File: src/pkg/sbc_pkg.sv
// shared constants and types for the smbus command port
package sbc_pkg;
  localparam int unsigned SBC_CLK_HZ = 200000000;
  localparam int unsigned SBC_TIMEOUT_MS = 20;
  // longest hang before the port restarts, in cycles
  localparam int unsigned SBC_TIMEOUT_CYC = SBC_CLK_HZ / 1000 * SBC_TIMEOUT_MS;
  localparam logic [3:0] SBC_ADDR_HI = 4'h5;
  localparam logic [1:0] SBC_ADDR_MID = 2'h1;
  localparam logic [7:0] SBC_CRC_POLY = 8'h07;
  localparam logic [7:0] SBC_CRC_INIT = 8'h00;
  localparam logic [7:0] SBC_PTR_RST = 8'h00;
  localparam int unsigned SBC_ACK_BIT = 8;
  typedef enum logic [1:0] {SBC_EV_NONE, SBC_EV_START, SBC_EV_STOP} sbc_ev_e;
endpackage

File: src/pkg/sbc_line_if.sv
// sampled line events passed from the line watcher to the port
`timescale 1ns/1ps
interface sbc_line_if;
  logic scl_rise;
  logic scl_fall;
  logic sda_val;
  logic start_det;
  logic stop_det;
  logic bus_busy;
  modport watcher (output scl_rise, output scl_fall, output sda_val, output start_det,
    output stop_det, output bus_busy);
  modport port (input scl_rise, input scl_fall, input sda_val, input start_det,
    input stop_det, input bus_busy);
endinterface

File: src/design/sbc_port.sv
// two-wire slave command port with pointer, write latch and checksum
//
// Summary of operation
// - lines are sampled; the port only pulls low, never drives high
// - transaction: start, 7-bit address plus direction, data bytes, stop
// - both high idle; data fall with clock high start, rise stop
// - one bit per clock pulse, data stable while clock high
// - port pulls data low through the ninth pulse after each received byte, except a foreign address
// - address is 0101, then 0, 1, then the address select pin
// - eighth bit after address: low write, high read
// - first written byte is the command byte, setting the pointer
// - stop right after command byte only updates the pointer
// - only last data byte or word before stop is committed
// - reads start at the pointer, which increments after each byte
// - word read sends low byte then high byte, then checksum if enabled
// - word write: command, low, high, optional checksum, each acked
// - writes accepted with or without trailing checksum; a byte write with one commits as a word
// - read checksum appended unless disabled in first configuration register
// - checksum follows the smbus 1.1 and 2 packet error definition
// - bus stuck over 20 ms after a start resets the port
`timescale 1ns/1ps
module sbc_port
  import sbc_pkg::*;
#(
  parameter int unsigned TIMEOUT_CYC = SBC_TIMEOUT_CYC
) (
  // clock and reset
  input wire logic ref_clk,
  input wire logic rst,
  // open-drain bus pins
  input wire logic scl_in,
  input wire logic sda_in,
  output logic sda_out,
  output logic sda_oe,
  output logic scl_out,
  output logic scl_oe,
  // address strap
  input wire logic address_select_pin,
  // read checksum switch from first_configuration_register
  input wire logic pec_read_en,
  // register read side
  output logic [7:0] rd_ptr,
  input wire logic [15:0] rd_word,
  // committed write
  output logic wr_stb,
  output logic [7:0] wr_cmd,
  output logic [7:0] write_low_byte,
  output logic [7:0] write_high_byte,
  output logic wr_is_word,
  // pointer-only update
  output logic ptr_stb
);
  typedef enum logic [2:0] {
    SBC_IDLE, SBC_ADDR, SBC_RX, SBC_RX_ACK, SBC_TX, SBC_TX_ACK, SBC_IGNORE
  } sbc_state_e;

  sbc_line_if ln();
  sbc_line_watch sbc_line_watch_i (
    .ref_clk(ref_clk),
    .rst(rst),
    .scl_in(scl_in),
    .sda_in(sda_in),
    .ev(ln)
  );

  // crc-8 step over one byte, msb first
  function automatic logic [7:0] sbc_crc8(input logic [7:0] c, input logic [7:0] d);
    logic [7:0] r;
    r = c ^ d;
    for (int i = 0; i < 8; i++) begin
      r = r[7] ? ((r << 1) ^ SBC_CRC_POLY) : (r << 1);
    end
    return r;
  endfunction

  sbc_state_e state_r;
  logic [3:0] bit_cnt_r;
  logic [7:0] shift_r;
  logic rw_r;
  logic [1:0] rx_idx_r; // bytes after address in write: 0 cmd, 1 low, 2 high, 3 pec
  logic [7:0] ptr_r;
  logic [7:0] low_r;
  logic [7:0] high_r;
  logic [7:0] crc_r;
  logic [1:0] tx_idx_r; // 0 low, 1 high, 2 crc
  logic [7:0] tx_byte_r;
  logic sda_low_r;
  logic [31:0] tmo_cnt_r;
  logic tmo_hit;
  logic [7:0] rx_byte;
  logic addr_match;

  assign rx_byte = {shift_r[6:0], ln.sda_val};
  assign addr_match = rx_byte[7:1] == {SBC_ADDR_HI, SBC_ADDR_MID, address_select_pin};

  // clock line is never pulled: no stretching
  assign scl_out = 1'b0;
  assign scl_oe = 1'b0;
  assign sda_out = 1'b0;
  assign sda_oe = sda_low_r;
  assign rd_ptr = ptr_r;

  // stuck-bus watchdog: counts while busy, cleared by any clock edge
  always_ff @(posedge ref_clk) begin
    if (rst || !ln.bus_busy || ln.scl_rise || ln.scl_fall) begin
      tmo_cnt_r <= 32'h0;
    end else if (!tmo_hit) begin
      tmo_cnt_r <= tmo_cnt_r + 32'h1;
    end
  end
  assign tmo_hit = tmo_cnt_r >= TIMEOUT_CYC;

  // main protocol sequencer, bits shifted on clock rise
  always_ff @(posedge ref_clk) begin
    if (rst || tmo_hit) begin
      state_r <= SBC_IDLE;
      bit_cnt_r <= 4'h0;
      shift_r <= 8'h0;
      rw_r <= 1'b0;
      tx_idx_r <= 2'h0;
      crc_r <= SBC_CRC_INIT;
    end else if (ln.start_det) begin
      // repeated start keeps the running checksum of the write part
      state_r <= SBC_ADDR;
      bit_cnt_r <= 4'h0;
      if (state_r == SBC_IDLE || state_r == SBC_IGNORE || !ln.bus_busy) begin
        crc_r <= SBC_CRC_INIT;
      end
    end else if (ln.stop_det) begin
      state_r <= SBC_IDLE;
    end else if (ln.scl_rise) begin
      unique case (state_r)
        SBC_IDLE, SBC_IGNORE: begin
        end
        SBC_ADDR, SBC_RX: begin
          shift_r <= rx_byte;
          if (bit_cnt_r == 4'h7) begin
            crc_r <= sbc_crc8(crc_r, rx_byte);
            if (state_r == SBC_ADDR) begin
              if (addr_match) begin
                rw_r <= ln.sda_val;
                tx_idx_r <= 2'h0;
                state_r <= SBC_RX_ACK;
              end else begin
                state_r <= SBC_IGNORE;
              end
            end else begin
              state_r <= SBC_RX_ACK;
            end
          end else begin
            bit_cnt_r <= bit_cnt_r + 4'h1;
          end
        end
        SBC_RX_ACK: begin
          bit_cnt_r <= 4'h0;
          if (rw_r && shift_r[7:1] == {SBC_ADDR_HI, SBC_ADDR_MID, address_select_pin}
              && bit_cnt_r == 4'h7) begin
            state_r <= SBC_TX; // address ack for a read
          end else begin
            state_r <= SBC_RX;
            if (!(shift_r[0] == 1'b0 && bit_cnt_r == 4'h7 && state_r == SBC_RX_ACK &&
                rx_idx_r == 2'h0 && tx_idx_r == 2'h3)) begin
            end
          end
        end
        SBC_TX: begin
          if (bit_cnt_r == 4'h7) begin
            crc_r <= sbc_crc8(crc_r, tx_byte_r);
            state_r <= SBC_TX_ACK;
          end else begin
            bit_cnt_r <= bit_cnt_r + 4'h1;
          end
        end
        SBC_TX_ACK: begin
          bit_cnt_r <= 4'h0;
          // saturate so reads past the checksum keep sending ones
          tx_idx_r <= (tx_idx_r == 2'h3) ? 2'h3 : tx_idx_r + 2'h1;
          // not-acknowledge from master ends our sending
          state_r <= ln.sda_val ? SBC_IGNORE : SBC_TX;
        end
        default: state_r <= SBC_IDLE;
      endcase
    end
  end

  // write-side byte sorting: command, low, high, checksum
  always_ff @(posedge ref_clk) begin
    if (rst || tmo_hit) begin
      ptr_r <= SBC_PTR_RST;
      low_r <= 8'h0;
      high_r <= 8'h0;
    end else if (ln.scl_rise && state_r == SBC_RX && bit_cnt_r == 4'h7) begin
      unique case (rx_idx_r)
        2'h0: ptr_r <= rx_byte;
        2'h1: low_r <= rx_byte;
        2'h2: high_r <= rx_byte;
        2'h3: begin
        end
      endcase
    end else if (ln.scl_rise && state_r == SBC_TX_ACK) begin
      ptr_r <= ptr_r + 8'h1;
    end
  end

  // byte index advance at the eighth bit of each received byte
  logic [1:0] rx_idx_nxt;
  assign rx_idx_nxt = (rx_idx_r == 2'h3) ? 2'h3 : rx_idx_r + 2'h1;
  logic rx_data_ack;
  assign rx_data_ack = ln.scl_fall && state_r == SBC_RX && bit_cnt_r == 4'h0 && sda_low_r;

  logic [1:0] rx_cnt_r; // data bytes seen in this write, saturating
  always_ff @(posedge ref_clk) begin
    if (rst || tmo_hit || ln.start_det) begin
      rx_cnt_r <= 2'h0;
    end else if (ln.scl_rise && state_r == SBC_RX && bit_cnt_r == 4'h7 && !rw_r) begin
      rx_cnt_r <= rx_idx_nxt;
    end
  end

  // commit on stop: pointer only, byte, or word; a checksum byte after the high byte ignored
  always_ff @(posedge ref_clk) begin
    if (rst) begin
      wr_stb <= 1'b0;
      ptr_stb <= 1'b0;
      wr_cmd <= 8'h0;
      write_low_byte <= 8'h0;
      write_high_byte <= 8'h0;
      wr_is_word <= 1'b0;
    end else begin
      wr_stb <= 1'b0;
      ptr_stb <= 1'b0;
      if (ln.stop_det && !rw_r && state_r != SBC_IDLE && state_r != SBC_IGNORE) begin
        if (rx_cnt_r == 2'h1) begin
          ptr_stb <= 1'b1;
        end else if (rx_cnt_r != 2'h0) begin
          wr_stb <= 1'b1;
          wr_cmd <= ptr_r;
          write_low_byte <= low_r;
          write_high_byte <= high_r;
          wr_is_word <= rx_cnt_r != 2'h2;
        end
      end
    end
  end

  // index tracking: rx_idx advances once per received data byte
  always_ff @(posedge ref_clk) begin
    if (rst || tmo_hit) begin
      rx_idx_r <= 2'h0;
    end else if (ln.scl_rise && state_r == SBC_ADDR) begin
      rx_idx_r <= 2'h0;
    end else if (ln.scl_rise && state_r == SBC_RX && bit_cnt_r == 4'h7) begin
      rx_idx_r <= rx_idx_nxt;
    end
  end

  // transmit byte selection: low, high, then checksum if enabled
  always_ff @(posedge ref_clk) begin
    if (rst) begin
      tx_byte_r <= 8'h0;
    end else if (state_r != SBC_TX || bit_cnt_r == 4'h0 && ln.scl_fall == 1'b0) begin
      unique case (tx_idx_r)
        2'h0: tx_byte_r <= rd_word[7:0];
        2'h1: tx_byte_r <= rd_word[15:8];
        default: tx_byte_r <= crc_r;
      endcase
    end
  end

  logic tx_done;
  // without checksum the master should stop after two bytes; extra reads send ones
  assign tx_done = (tx_idx_r == 2'h2 && !pec_read_en) || tx_idx_r == 2'h3;

  // data line driver, set only on clock fall so it is stable while high; start, stop and timeout release it
  always_ff @(posedge ref_clk) begin
    if (rst || tmo_hit || ln.start_det || ln.stop_det) begin
      sda_low_r <= 1'b0;
    end else if (ln.scl_fall) begin
      unique case (state_r)
        SBC_RX_ACK: sda_low_r <= 1'b1;
        SBC_TX: sda_low_r <= !tx_done && !tx_byte_r[3'(7 - bit_cnt_r)];
        default: sda_low_r <= 1'b0;
      endcase
    end
  end

  ack_hold_a: assert property (@(posedge ref_clk) disable iff (rst)
    (ln.scl_rise && state_r == SBC_RX_ACK) |-> sda_oe)
    else $error("ack not driven at ninth pulse");
  stable_high_a: assert property (@(posedge ref_clk) disable iff (rst)
    (scl_in && $past(scl_in) && !$past(ln.start_det) && !$past(ln.stop_det)
     && !$past(tmo_hit)) |-> $stable(sda_oe))
    else $error("data drive changed with clock high");
  pull_only_a: assert property (@(posedge ref_clk) disable iff (rst)
    sda_oe |-> sda_out == 1'b0)
    else $error("data line driven high");
  stop_idle_a: assert property (@(posedge ref_clk) disable iff (rst)
    ln.stop_det |=> state_r == SBC_IDLE && !sda_oe)
    else $error("stop did not free the port");
  ptr_only_a: assert property (@(posedge ref_clk) disable iff (rst)
    ptr_stb |-> !wr_stb && $past(rx_cnt_r) == 2'h1)
    else $error("pointer update committed data");
  commit_stop_a: assert property (@(posedge ref_clk) disable iff (rst)
    wr_stb |-> $past(ln.stop_det))
    else $error("write committed before stop");
  ptr_inc_a: assert property (@(posedge ref_clk) disable iff (rst || tmo_hit)
    (ln.scl_rise && state_r == SBC_TX_ACK) |=> ptr_r == $past(ptr_r) + 8'h1)
    else $error("pointer did not advance after read byte");
  addr_ignore_a: assert property (@(posedge ref_clk) disable iff (rst)
    (ln.scl_rise && state_r == SBC_ADDR && bit_cnt_r == 4'h7 && !addr_match
     && !ln.start_det && !ln.stop_det && !tmo_hit) |=> state_r == SBC_IGNORE)
    else $error("foreign address accepted");
  timeout_a: assert property (@(posedge ref_clk) disable iff (rst)
    tmo_hit |=> state_r == SBC_IDLE && !sda_oe)
    else $error("stuck bus did not reset port");

  // line pull and release around the acknowledge slots
  ack_slot_a: assert property (@(posedge ref_clk) disable iff (rst)
    (ln.scl_fall && state_r == SBC_RX_ACK && !ln.start_det && !ln.stop_det
     && !tmo_hit) |=> sda_oe)
    else $error("ack not pulled after eighth bit");
  rx_release_a: assert property (@(posedge ref_clk) disable iff (rst)
    (ln.scl_fall && state_r == SBC_RX) |=> !sda_oe)
    else $error("data line held while receiving");
  master_ack_a: assert property (@(posedge ref_clk) disable iff (rst)
    (ln.scl_fall && state_r == SBC_TX_ACK) |=> !sda_oe)
    else $error("port drove the master acknowledge");
  foreign_quiet_a: assert property (@(posedge ref_clk) disable iff (rst)
    state_r == SBC_IGNORE |-> !sda_oe)
    else $error("ignored frame still pulled");

  // checksum seed and watchdog idle behaviour
  crc_seed_a: assert property (@(posedge ref_clk) disable iff (rst)
    (ln.start_det && state_r == SBC_IDLE && !tmo_hit) |=> crc_r == SBC_CRC_INIT)
    else $error("checksum not seeded at start");
  idle_timer_a: assert property (@(posedge ref_clk) disable iff (rst)
    !ln.bus_busy |=> tmo_cnt_r == 32'h0)
    else $error("lockup timer ran on idle bus");

  // committed write fields move only with their strobe
  commit_hold_a: assert property (@(posedge ref_clk) disable iff (rst)
    !wr_stb |-> $stable(wr_cmd) && $stable(write_low_byte) && $stable(write_high_byte))
    else $error("write fields changed without strobe");
  one_strobe_a: assert property (@(posedge ref_clk) disable iff (rst)
    wr_stb |=> !wr_stb)
    else $error("write strobe longer than one cycle");
endmodule

File: src/design/sbc_line_watch.sv
// edge and start/stop detection on the two bus lines
`timescale 1ns/1ps
module sbc_line_watch
  import sbc_pkg::*;
(
  // clock and reset
  input wire logic ref_clk,
  input wire logic rst,
  // sampled lines
  input wire logic scl_in,
  input wire logic sda_in,
  // events
  sbc_line_if.watcher ev
);
  logic scl_d_r;
  logic sda_d_r;
  logic busy_r;

  // one cycle history of both lines, loaded from the pins during reset
  always_ff @(posedge ref_clk) begin
    if (rst) begin
      // follow the pins so leaving reset in mid-frame shows no false edge
      scl_d_r <= scl_in;
      sda_d_r <= sda_in;
    end else begin
      scl_d_r <= scl_in;
      sda_d_r <= sda_in;
    end
  end

  assign ev.scl_rise = scl_in & ~scl_d_r;
  assign ev.scl_fall = ~scl_in & scl_d_r;
  assign ev.sda_val = sda_in;
  // data edge while clock high marks start or stop
  assign ev.start_det = scl_in & scl_d_r & sda_d_r & ~sda_in;
  assign ev.stop_det = scl_in & scl_d_r & ~sda_d_r & sda_in;

  // bus busy from start to stop
  always_ff @(posedge ref_clk) begin
    if (rst) begin
      busy_r <= 1'b0;
    end else if (ev.start_det) begin
      busy_r <= 1'b1;
    end else if (ev.stop_det) begin
      busy_r <= 1'b0;
    end
  end
  assign ev.bus_busy = busy_r;

  start_edge_a: assert property (@(posedge ref_clk) disable iff (rst)
    (scl_in && $past(scl_in) && $fell(sda_in)) |=> busy_r)
    else $error("start not flagged busy");
endmodule

File: config.mk
export PLATFORM = sky130hd
export DESIGN_NAME = sbc_port
export DESIGN_NICKNAME = d
export VERILOG_FILES = /design/src/pkg/sbc_pkg.sv /design/src/pkg/sbc_line_if.sv /design/src/design/sbc_port.sv /design/src/design/sbc_line_watch.sv
export SDC_FILE = /design/constraint.sdc
export NUM_CORES = 1
export LEC_CHECK = 0
export BUFFER_PORTS_ARGS = -buffer_cell sky130_fd_sc_hd__clkbuf_2
export CORE_MARGIN = 5
export CORE_UTILIZATION = 53
export DETAILED_ROUTE_END_ITERATION = 16
export GPL_TIMING_DRIVEN = 0
export PLACE_DENSITY = 0.76
export SLEW_MARGIN = 20
export SYNTH_ARGS = -nofsm -noshare
export SYNTH_HDL_FRONTEND = slang
export SYNTH_SLANG_ARGS = --single-unit
File: constraint.sdc
create_clock -name ref_clk -period 2.18 [get_ports ref_clk]
set_input_delay 0.327 -clock ref_clk [delete_from_list [all_inputs] [get_ports ref_clk]]
set_output_delay 0.327 -clock ref_clk [all_outputs]
set_load 0.01 [all_outputs]
==> run metrics, run 1 <==
syn_area_per_cell 8.41 µm²; worst slew pin tran 0.695 ns; Die Wd 117 µm; Worst Skew 0.0105 ns; fillers 961; Relative slew margins 53.6%; max cap viols 0; post-DP HPWL 10500 µm; Area Growth Syn to Fin 20.5%; ys flop type dfxtp_1; Netlist cell types 64; fin crit period 2.07 ns; status finished clean; Starting Density 53.4%; Seq/Total Area, Yosys 41.4%; fin. max-slew vios 0; CTS root buf clkbuf_16; share of layout cells above drive strength 1 19.2%; fin cells 960; top cell type's share of synthesized area 41.4%; Peak Freq 482 MHz; H-tree depth 4; Post-Syn Area 0.00604 mm²; Clock Sinks 125; # DRC 0; mux cell area share after synthesis 5.11%; final hold violations 0; number of antenna diodes 0; DR iter-0 viols 517; CTS max path bufs 2; fin crit share 95.1%; drt via density 5.55; Synth Area in Compound Gates 13.3%; synth top area cells dfxtp_1, xnor2_1, a21oi_1, nand2_1, nor2_1; #FFs+latches synth 125; total grt overflow 0; Final setup viols 0; asr flop ratio synth 0%; layout net count 832; GRT met2 Usage 36.6%; clock slew at reported path FFs 0.05 ns; WP data arrival 2.37 ns; commonest non-fill, non-tap cell in the layout dfxtp_1; port bufs 57; I/O Pins 61; power density cells 719 mW/mm²; first-pass GRT wire length 24500 µm; CTS Hold Bufs 0; crit start category flop; total number of vias 5332; most frequent cells in the layout dfxtp_1, nand2_1, nor2_1, a21oi_1, clkbuf_2; FP Rows 39; Clock Latency Late Sink 0.43 ns; Synth area leader dfxtp_1; number of global-route vias before repair 5086; Post-Synth Adder-Cell Area 1.03%; die area 0.0136 mm²; Max VDD drop 679 µV; crit end category flop; crit-path max FO 9; total length of routed wires 15200 µm; WS Path Type reg2reg; Static Leak 0.00288 µW; core area 0.0113 mm²; worst endpoint required time 2.47 ns; Die Y 117 µm; drt first pass iters 5; Post-synth EDFFs 0; Setup TNS 0 ns; initial antenna violation count 0; GP Congestion 0.882; total CTS buffers 17; Synth Area in Simple Gates 24.4%; HP Class in2reg; met1 Use GR 29.7%; synthesized netlist cell count 719; Tot GR Track Use 22.7%; largest net degree at the start of global routing 17; CTS tree built; dpl cells 921; number of nets with antenna violations after routing 0; GRT busiest layer met2; xor/xnor share of the synthesized area 10.4%; synth warn 0; wire length per cell 15.8 µm; main combinational cell family by area after synthesis simple AND/OR/NAND/NOR gates; M3 GR Usage 6.22%
## path summary, 6_finish.rpt
check,slack (ns),depth (start not counted),endpoint,from
max,0.11,6,tmo_cnt_r[19],tmo_cnt_r[13]
min,0.04,1,sbc_line_watch_i.sda_d_r,sda_in
max reg2reg,0.11,6,tmo_cnt_r[19],tmo_cnt_r[13]
min reg2reg,0.45,2,low_r[3],low_r[3]
## report_power, final
group	internal [µW]	leakage (µW)	total [µW]	switching, µW
Sequential	2300	0.00101	2320	19.1
Combinational	94.6	0.00160	210	116
Clock	1700	0.000272	2710	1020
Total	4090	0.00288	5240	1150
## sequential cells by signal (all words and copies together), names as in the netlist, 2 cells and up
name and cells:
bit_cnt_r 4, write_high_byte 8, tx_byte_r 8, high_r 8, shift_r 8, tx_idx_r 2
wr_cmd 8, rx_idx_r 2, state_r 3, tmo_cnt_r 32, write_low_byte 8, crc_r 8
rx_cnt_r 2, rd_ptr 8, low_r 8
## timing repair
| item | CTS | global route |
|---|---|---|
| buffers inserted | 6 | 5 |
| resized for setup | 9 | 30 |
| hold endpoints to repair | 0 | 0 |
| pin swaps | 3 | 4 |
| setup endpoints to repair | 57 | 72 |
## layout make-up
| class | count | area (µm²) | area share, % |
|---|---|---|---|
| clock inverters | 11 | 120 | 1.65 |
| inverters | 11 | 41.3 | 0.567 |
| multi-input cells | 538 | 3360 | 46.2 |
| flip-flops and latches | 125 | 2510 | 34.4 |
| repair buffers | 68 | 393 | 5.39 |
| well taps | 143 | 179 | 2.46 |
| clock buffers | 20 | 447 | 6.13 |
| plain buffers | 44 | 233 | 3.19 |
## cells in the mapped netlist (3+ instances only)
master,count
a211o_1,3
a211oi_1,5
a21oi_1,78
a221o_1,3
a2bb2oi_1,5
a31oi_1,5
and2_1,11
and3_1,16
and4_1,4
buf_1,5
buf_2,17
buf_4,3
clkbuf_1,21
dfxtp_1,125
ha_1,5
inv_1,11
mux2_2,3
mux2i_1,23
nand2_1,102
nand2b_1,4
nand3_1,20
nand4_1,6
nand4b_1,3
nor2_1,90
nor2b_1,6
nor3_1,13
nor3_4,3
nor3b_1,5
nor4_1,3
o21ai_0,14
xnor2_1,47
xor2_1,18
## stage by stage
stage | hold WS, ns | worst slack, ns | total power, µW | util, % | area, µm²
detailed placement | 0.444 | -0.400 | 2560 | 57.6 | 6520
global placement | 0.441 | -0.272 | 2550 | 57.6 | 6520
CTS | 0.0282 | 0.00582 | 5260 | 63.2 | 7160
global route | 0.0357 | -0.0161 | 5410 | 64.4 | 7290
floorplan | 0.355 | 0.102 | 2500 | - | 6050
finish | 0.0402 | 0.107 | 5240 | 64.4 | 7290
## logic make-up (layout without fill, tap and decap cells)
kind of cell	Yosys count	count (layout)
mux	28	28
fa+ha+maj	5	5
buf+inv	58	154
flops	125	125
simple gates	302	302
compound gates	132	132
other cells	1	3
xor+xnor	68	68
## layer usage
metal  vias up  part of all wire, %
met5         -                    0
met4         0                  1.5
met3        25                  5.2
met2       139                   48
met1      2542                   45
li1       2626                    -
## worst max-delay path, stage by stage, from the launching register on
cell      delay [ns]
dfxtp_1         0.34
or4_4           0.55
nor3_4          0.22
o2111a_2        0.34
nor3b_2         0.29
xnor2_1         0.15
nor2_1          0.05
(Power assumes the default switching activity.)
==> inputs of run 2 (changes only) <==
Settings changed: CTS_CLUSTER_SIZE set to 25.
Clock period 2.18 ns to 1.75 ns, I/O delays scaled along.
==> run 2 against run 1 <==
Net effect:
- cell count grew 5.3%
- count of clock-buffer cells in the layout grew 1
- the run now ends with setup timing left
- critical path depth grew 3
==> run metrics, run 2 (same netlist as run 1, synthesis figures left out) <==
Worst Skew 0.0152 ns (+0.00477 ns); initial antenna violation count 0 (unchanged); die area 0.0136 mm² (unchanged); first-pass GRT wire length 27300 µm (+12%); Die Wd 117 µm (unchanged); WS Path Type reg2reg; commonest non-fill, non-tap cell in the layout dfxtp_1; Top reg by flops tmo_cnt_r; core area 0.0113 mm² (unchanged); min setup slack post-route -0.328 ns (-0.436 ns); dpl cell area 0.00665 mm² (+2.0%); Relative slew margins 53.8% (+0.29 points); total CTS buffers 17 (unchanged); # DRC 0 (unchanged); number of global-route vias before repair 5615 (+10%); WP data arrival 2.44 ns (+0.07 ns); Setup TNS -14.70 ns (-14.70 ns); worst slew pin tran 0.691 ns (-0.00429 ns); GP Congestion 0.879 (-0.28%); layout net count 885 (+6.4%); DR iter-0 viols 592 (+15%); FF/Latch Area 0.00252 mm² (+0.45%); drt via density 5.85 (+5.3%); power density cells 756 mW/mm² (+5.2%); Die Y 117 µm (unchanged); Critical R2R Capture crc_r[6]; Critical R2R Launch tmo_cnt_r[13]; failing checks setup timing; share of layout cells above drive strength 1 37.0% (+18 points); max reg flops 32 (unchanged); total number of vias 5913 (+11%); H-tree depth 4 (unchanged); R2R setup slack -0.33 ns (-0.44 ns); hold depth 1 (unchanged); total grt overflow 0 (unchanged); fillers 686 (-29%); most frequent cells in the layout dfxtp_1, nand2_1, nor2_1, clkbuf_2, a21oi_1; wire length per cell 18.8 µm (+19%); design area 0.00853 mm² (+17%); Max VDD drop 878 µV (+29%); post-DP HPWL 10400 µm (-1.4%); hold_sp scl_in; Peak Freq 481 MHz (-0.28%); RSZ-0062 raised after global routing yes; footprint of the multi-input gates 0.00395 mm² (+17%); Area Growth Syn to Fin 41.2%; Clock Latency Late Sink 0.43 ns (about the same); Starting Density 53.4% (unchanged); fin. max-slew vios 0 (unchanged); Hold EP sbc_line_watch_i.scl_d_r; CTS max path bufs 2 (unchanged); total length of routed wires 19000 µm (+25%); CTS tree built; max cap viols 0 (unchanged); reg2reg path depth 9 (+3); status finished with violations; CTS root buf clkbuf_16; port bufs 57 (unchanged); crit-path max FO 5 (-4); HP Class in2reg; largest net degree at the start of global routing 17 (unchanged); FP Rows 39 (unchanged); Final setup viols 85 (+85); Clock Sinks 125 (unchanged); worst endpoint required time 2.11 ns (-0.36 ns); WHS 0.0806 ns (+0.0405 ns); crit end category flop; drt first pass iters 5 (unchanged); Static Leak 0.00338 µW (+17%); final hold violations 0 (unchanged); Tot GR Track Use 25.5% (+2.9 points); clock slew at reported path FFs 0.06 ns (about the same); fin crit share 119% (+24 points); I/O Pins 61 (unchanged); number of nets with antenna violations after routing 0 (unchanged); number of antenna diodes 0 (unchanged); fin crit period 2.08 ns (+0.00574 ns); crit start category flop
[run 2: cell count changes in the layout (fill, tap and decap cells not counted), sizes merged]
| cell | change |
|---|---|
| dlygate4sd3 | +1 |
| bufinv | -1 |
| clkinvlp | -2 |
| buf | +62 |
| clkbuf | -9 |
[run 2: critical path, stage by stage (launching register included)]
cell	delay (ns)
dfxtp_2	0.32
or4_4	0.54
nor3_4	0.22
buf_4	0.18
nor2_4	0.04
nor3_4	0.18
buf_6	0.14
clkbuf_16	0.13
buf_4	0.10
a221o_1	0.14
[run 2: report_power, final]
group / internal [µW] / switching, µW / total (µW)
clock: 1950 / 1260 / 3210
combinational: 171 / 190 / 361
sequential: 2860 / 25.1 / 2890
[run 2: per-stage QoR]
step                power, µW  cells  setup slack [ns]  utilization [%]
finish                   6450   1011            -0.328             75.4
CTS                      6410    988            -0.226             69.9
floorplan                3120    721            -0.104                -
detailed placement       3190    921            -0.413             58.7
global route             6630   1011            -0.394             75.4
global placement         3190    921            -0.390             58.7
[run 2: what timing repair did]
| action | 4_1_cts | 5_1_grt |
|---|---|---|
| gates resized for setup | 109 | 101 |
| buffers inserted | 36 | 24 |
| hold endpoints to repair | 1 | 0 |
| pin swaps | 54 | 31 |
| hold buffers | 1 | 0 |
| cloned | 5 | 4 |
| setup endpoints to repair | 121 | 117 |
[run 2: worst max-delay path by stage]
| stage | from | to | slack, ns |
|---|---|---|---|
| 2_1_floorplan | tmo_cnt_r[13] | tmo_cnt_r[20] | -0.10 |
| 3_3_place_gp | sda_in | wr_cmd[0] | -0.39 |
| 3_5_place_dp | sda_in | wr_cmd[5] | -0.41 |
| 4_1_cts | tmo_cnt_r[13] | tmo_cnt_r[20] | -0.23 |
| 5_1_grt | tmo_cnt_r[15] | tmo_cnt_r[1] | -0.39 |
| 6_report | tmo_cnt_r[13] | crc_r[6] | -0.33 |
[run 2: layer usage]
layer	part of all wire, %	wire (µm)	vias up	track usage (%)
met5	0	0	-	0
met4	3.0	572	0	11.6
met3	6.9	1310	55	7.15
met2	50	9520	264	42.0
met1	40	7620	2861	31.0
li1	-	-	2733	-
[run 2: cell type report]
type                    count  share of cell area, %
inverters                  11                  0.484
flip-flops and latches    125                   29.5
clock buffers              21                   5.28
repair buffers            126                   11.7
clock inverters             8                  0.836
multi-input cells         538                   46.3
well taps                 143                   2.10
plain buffers              39                   3.81
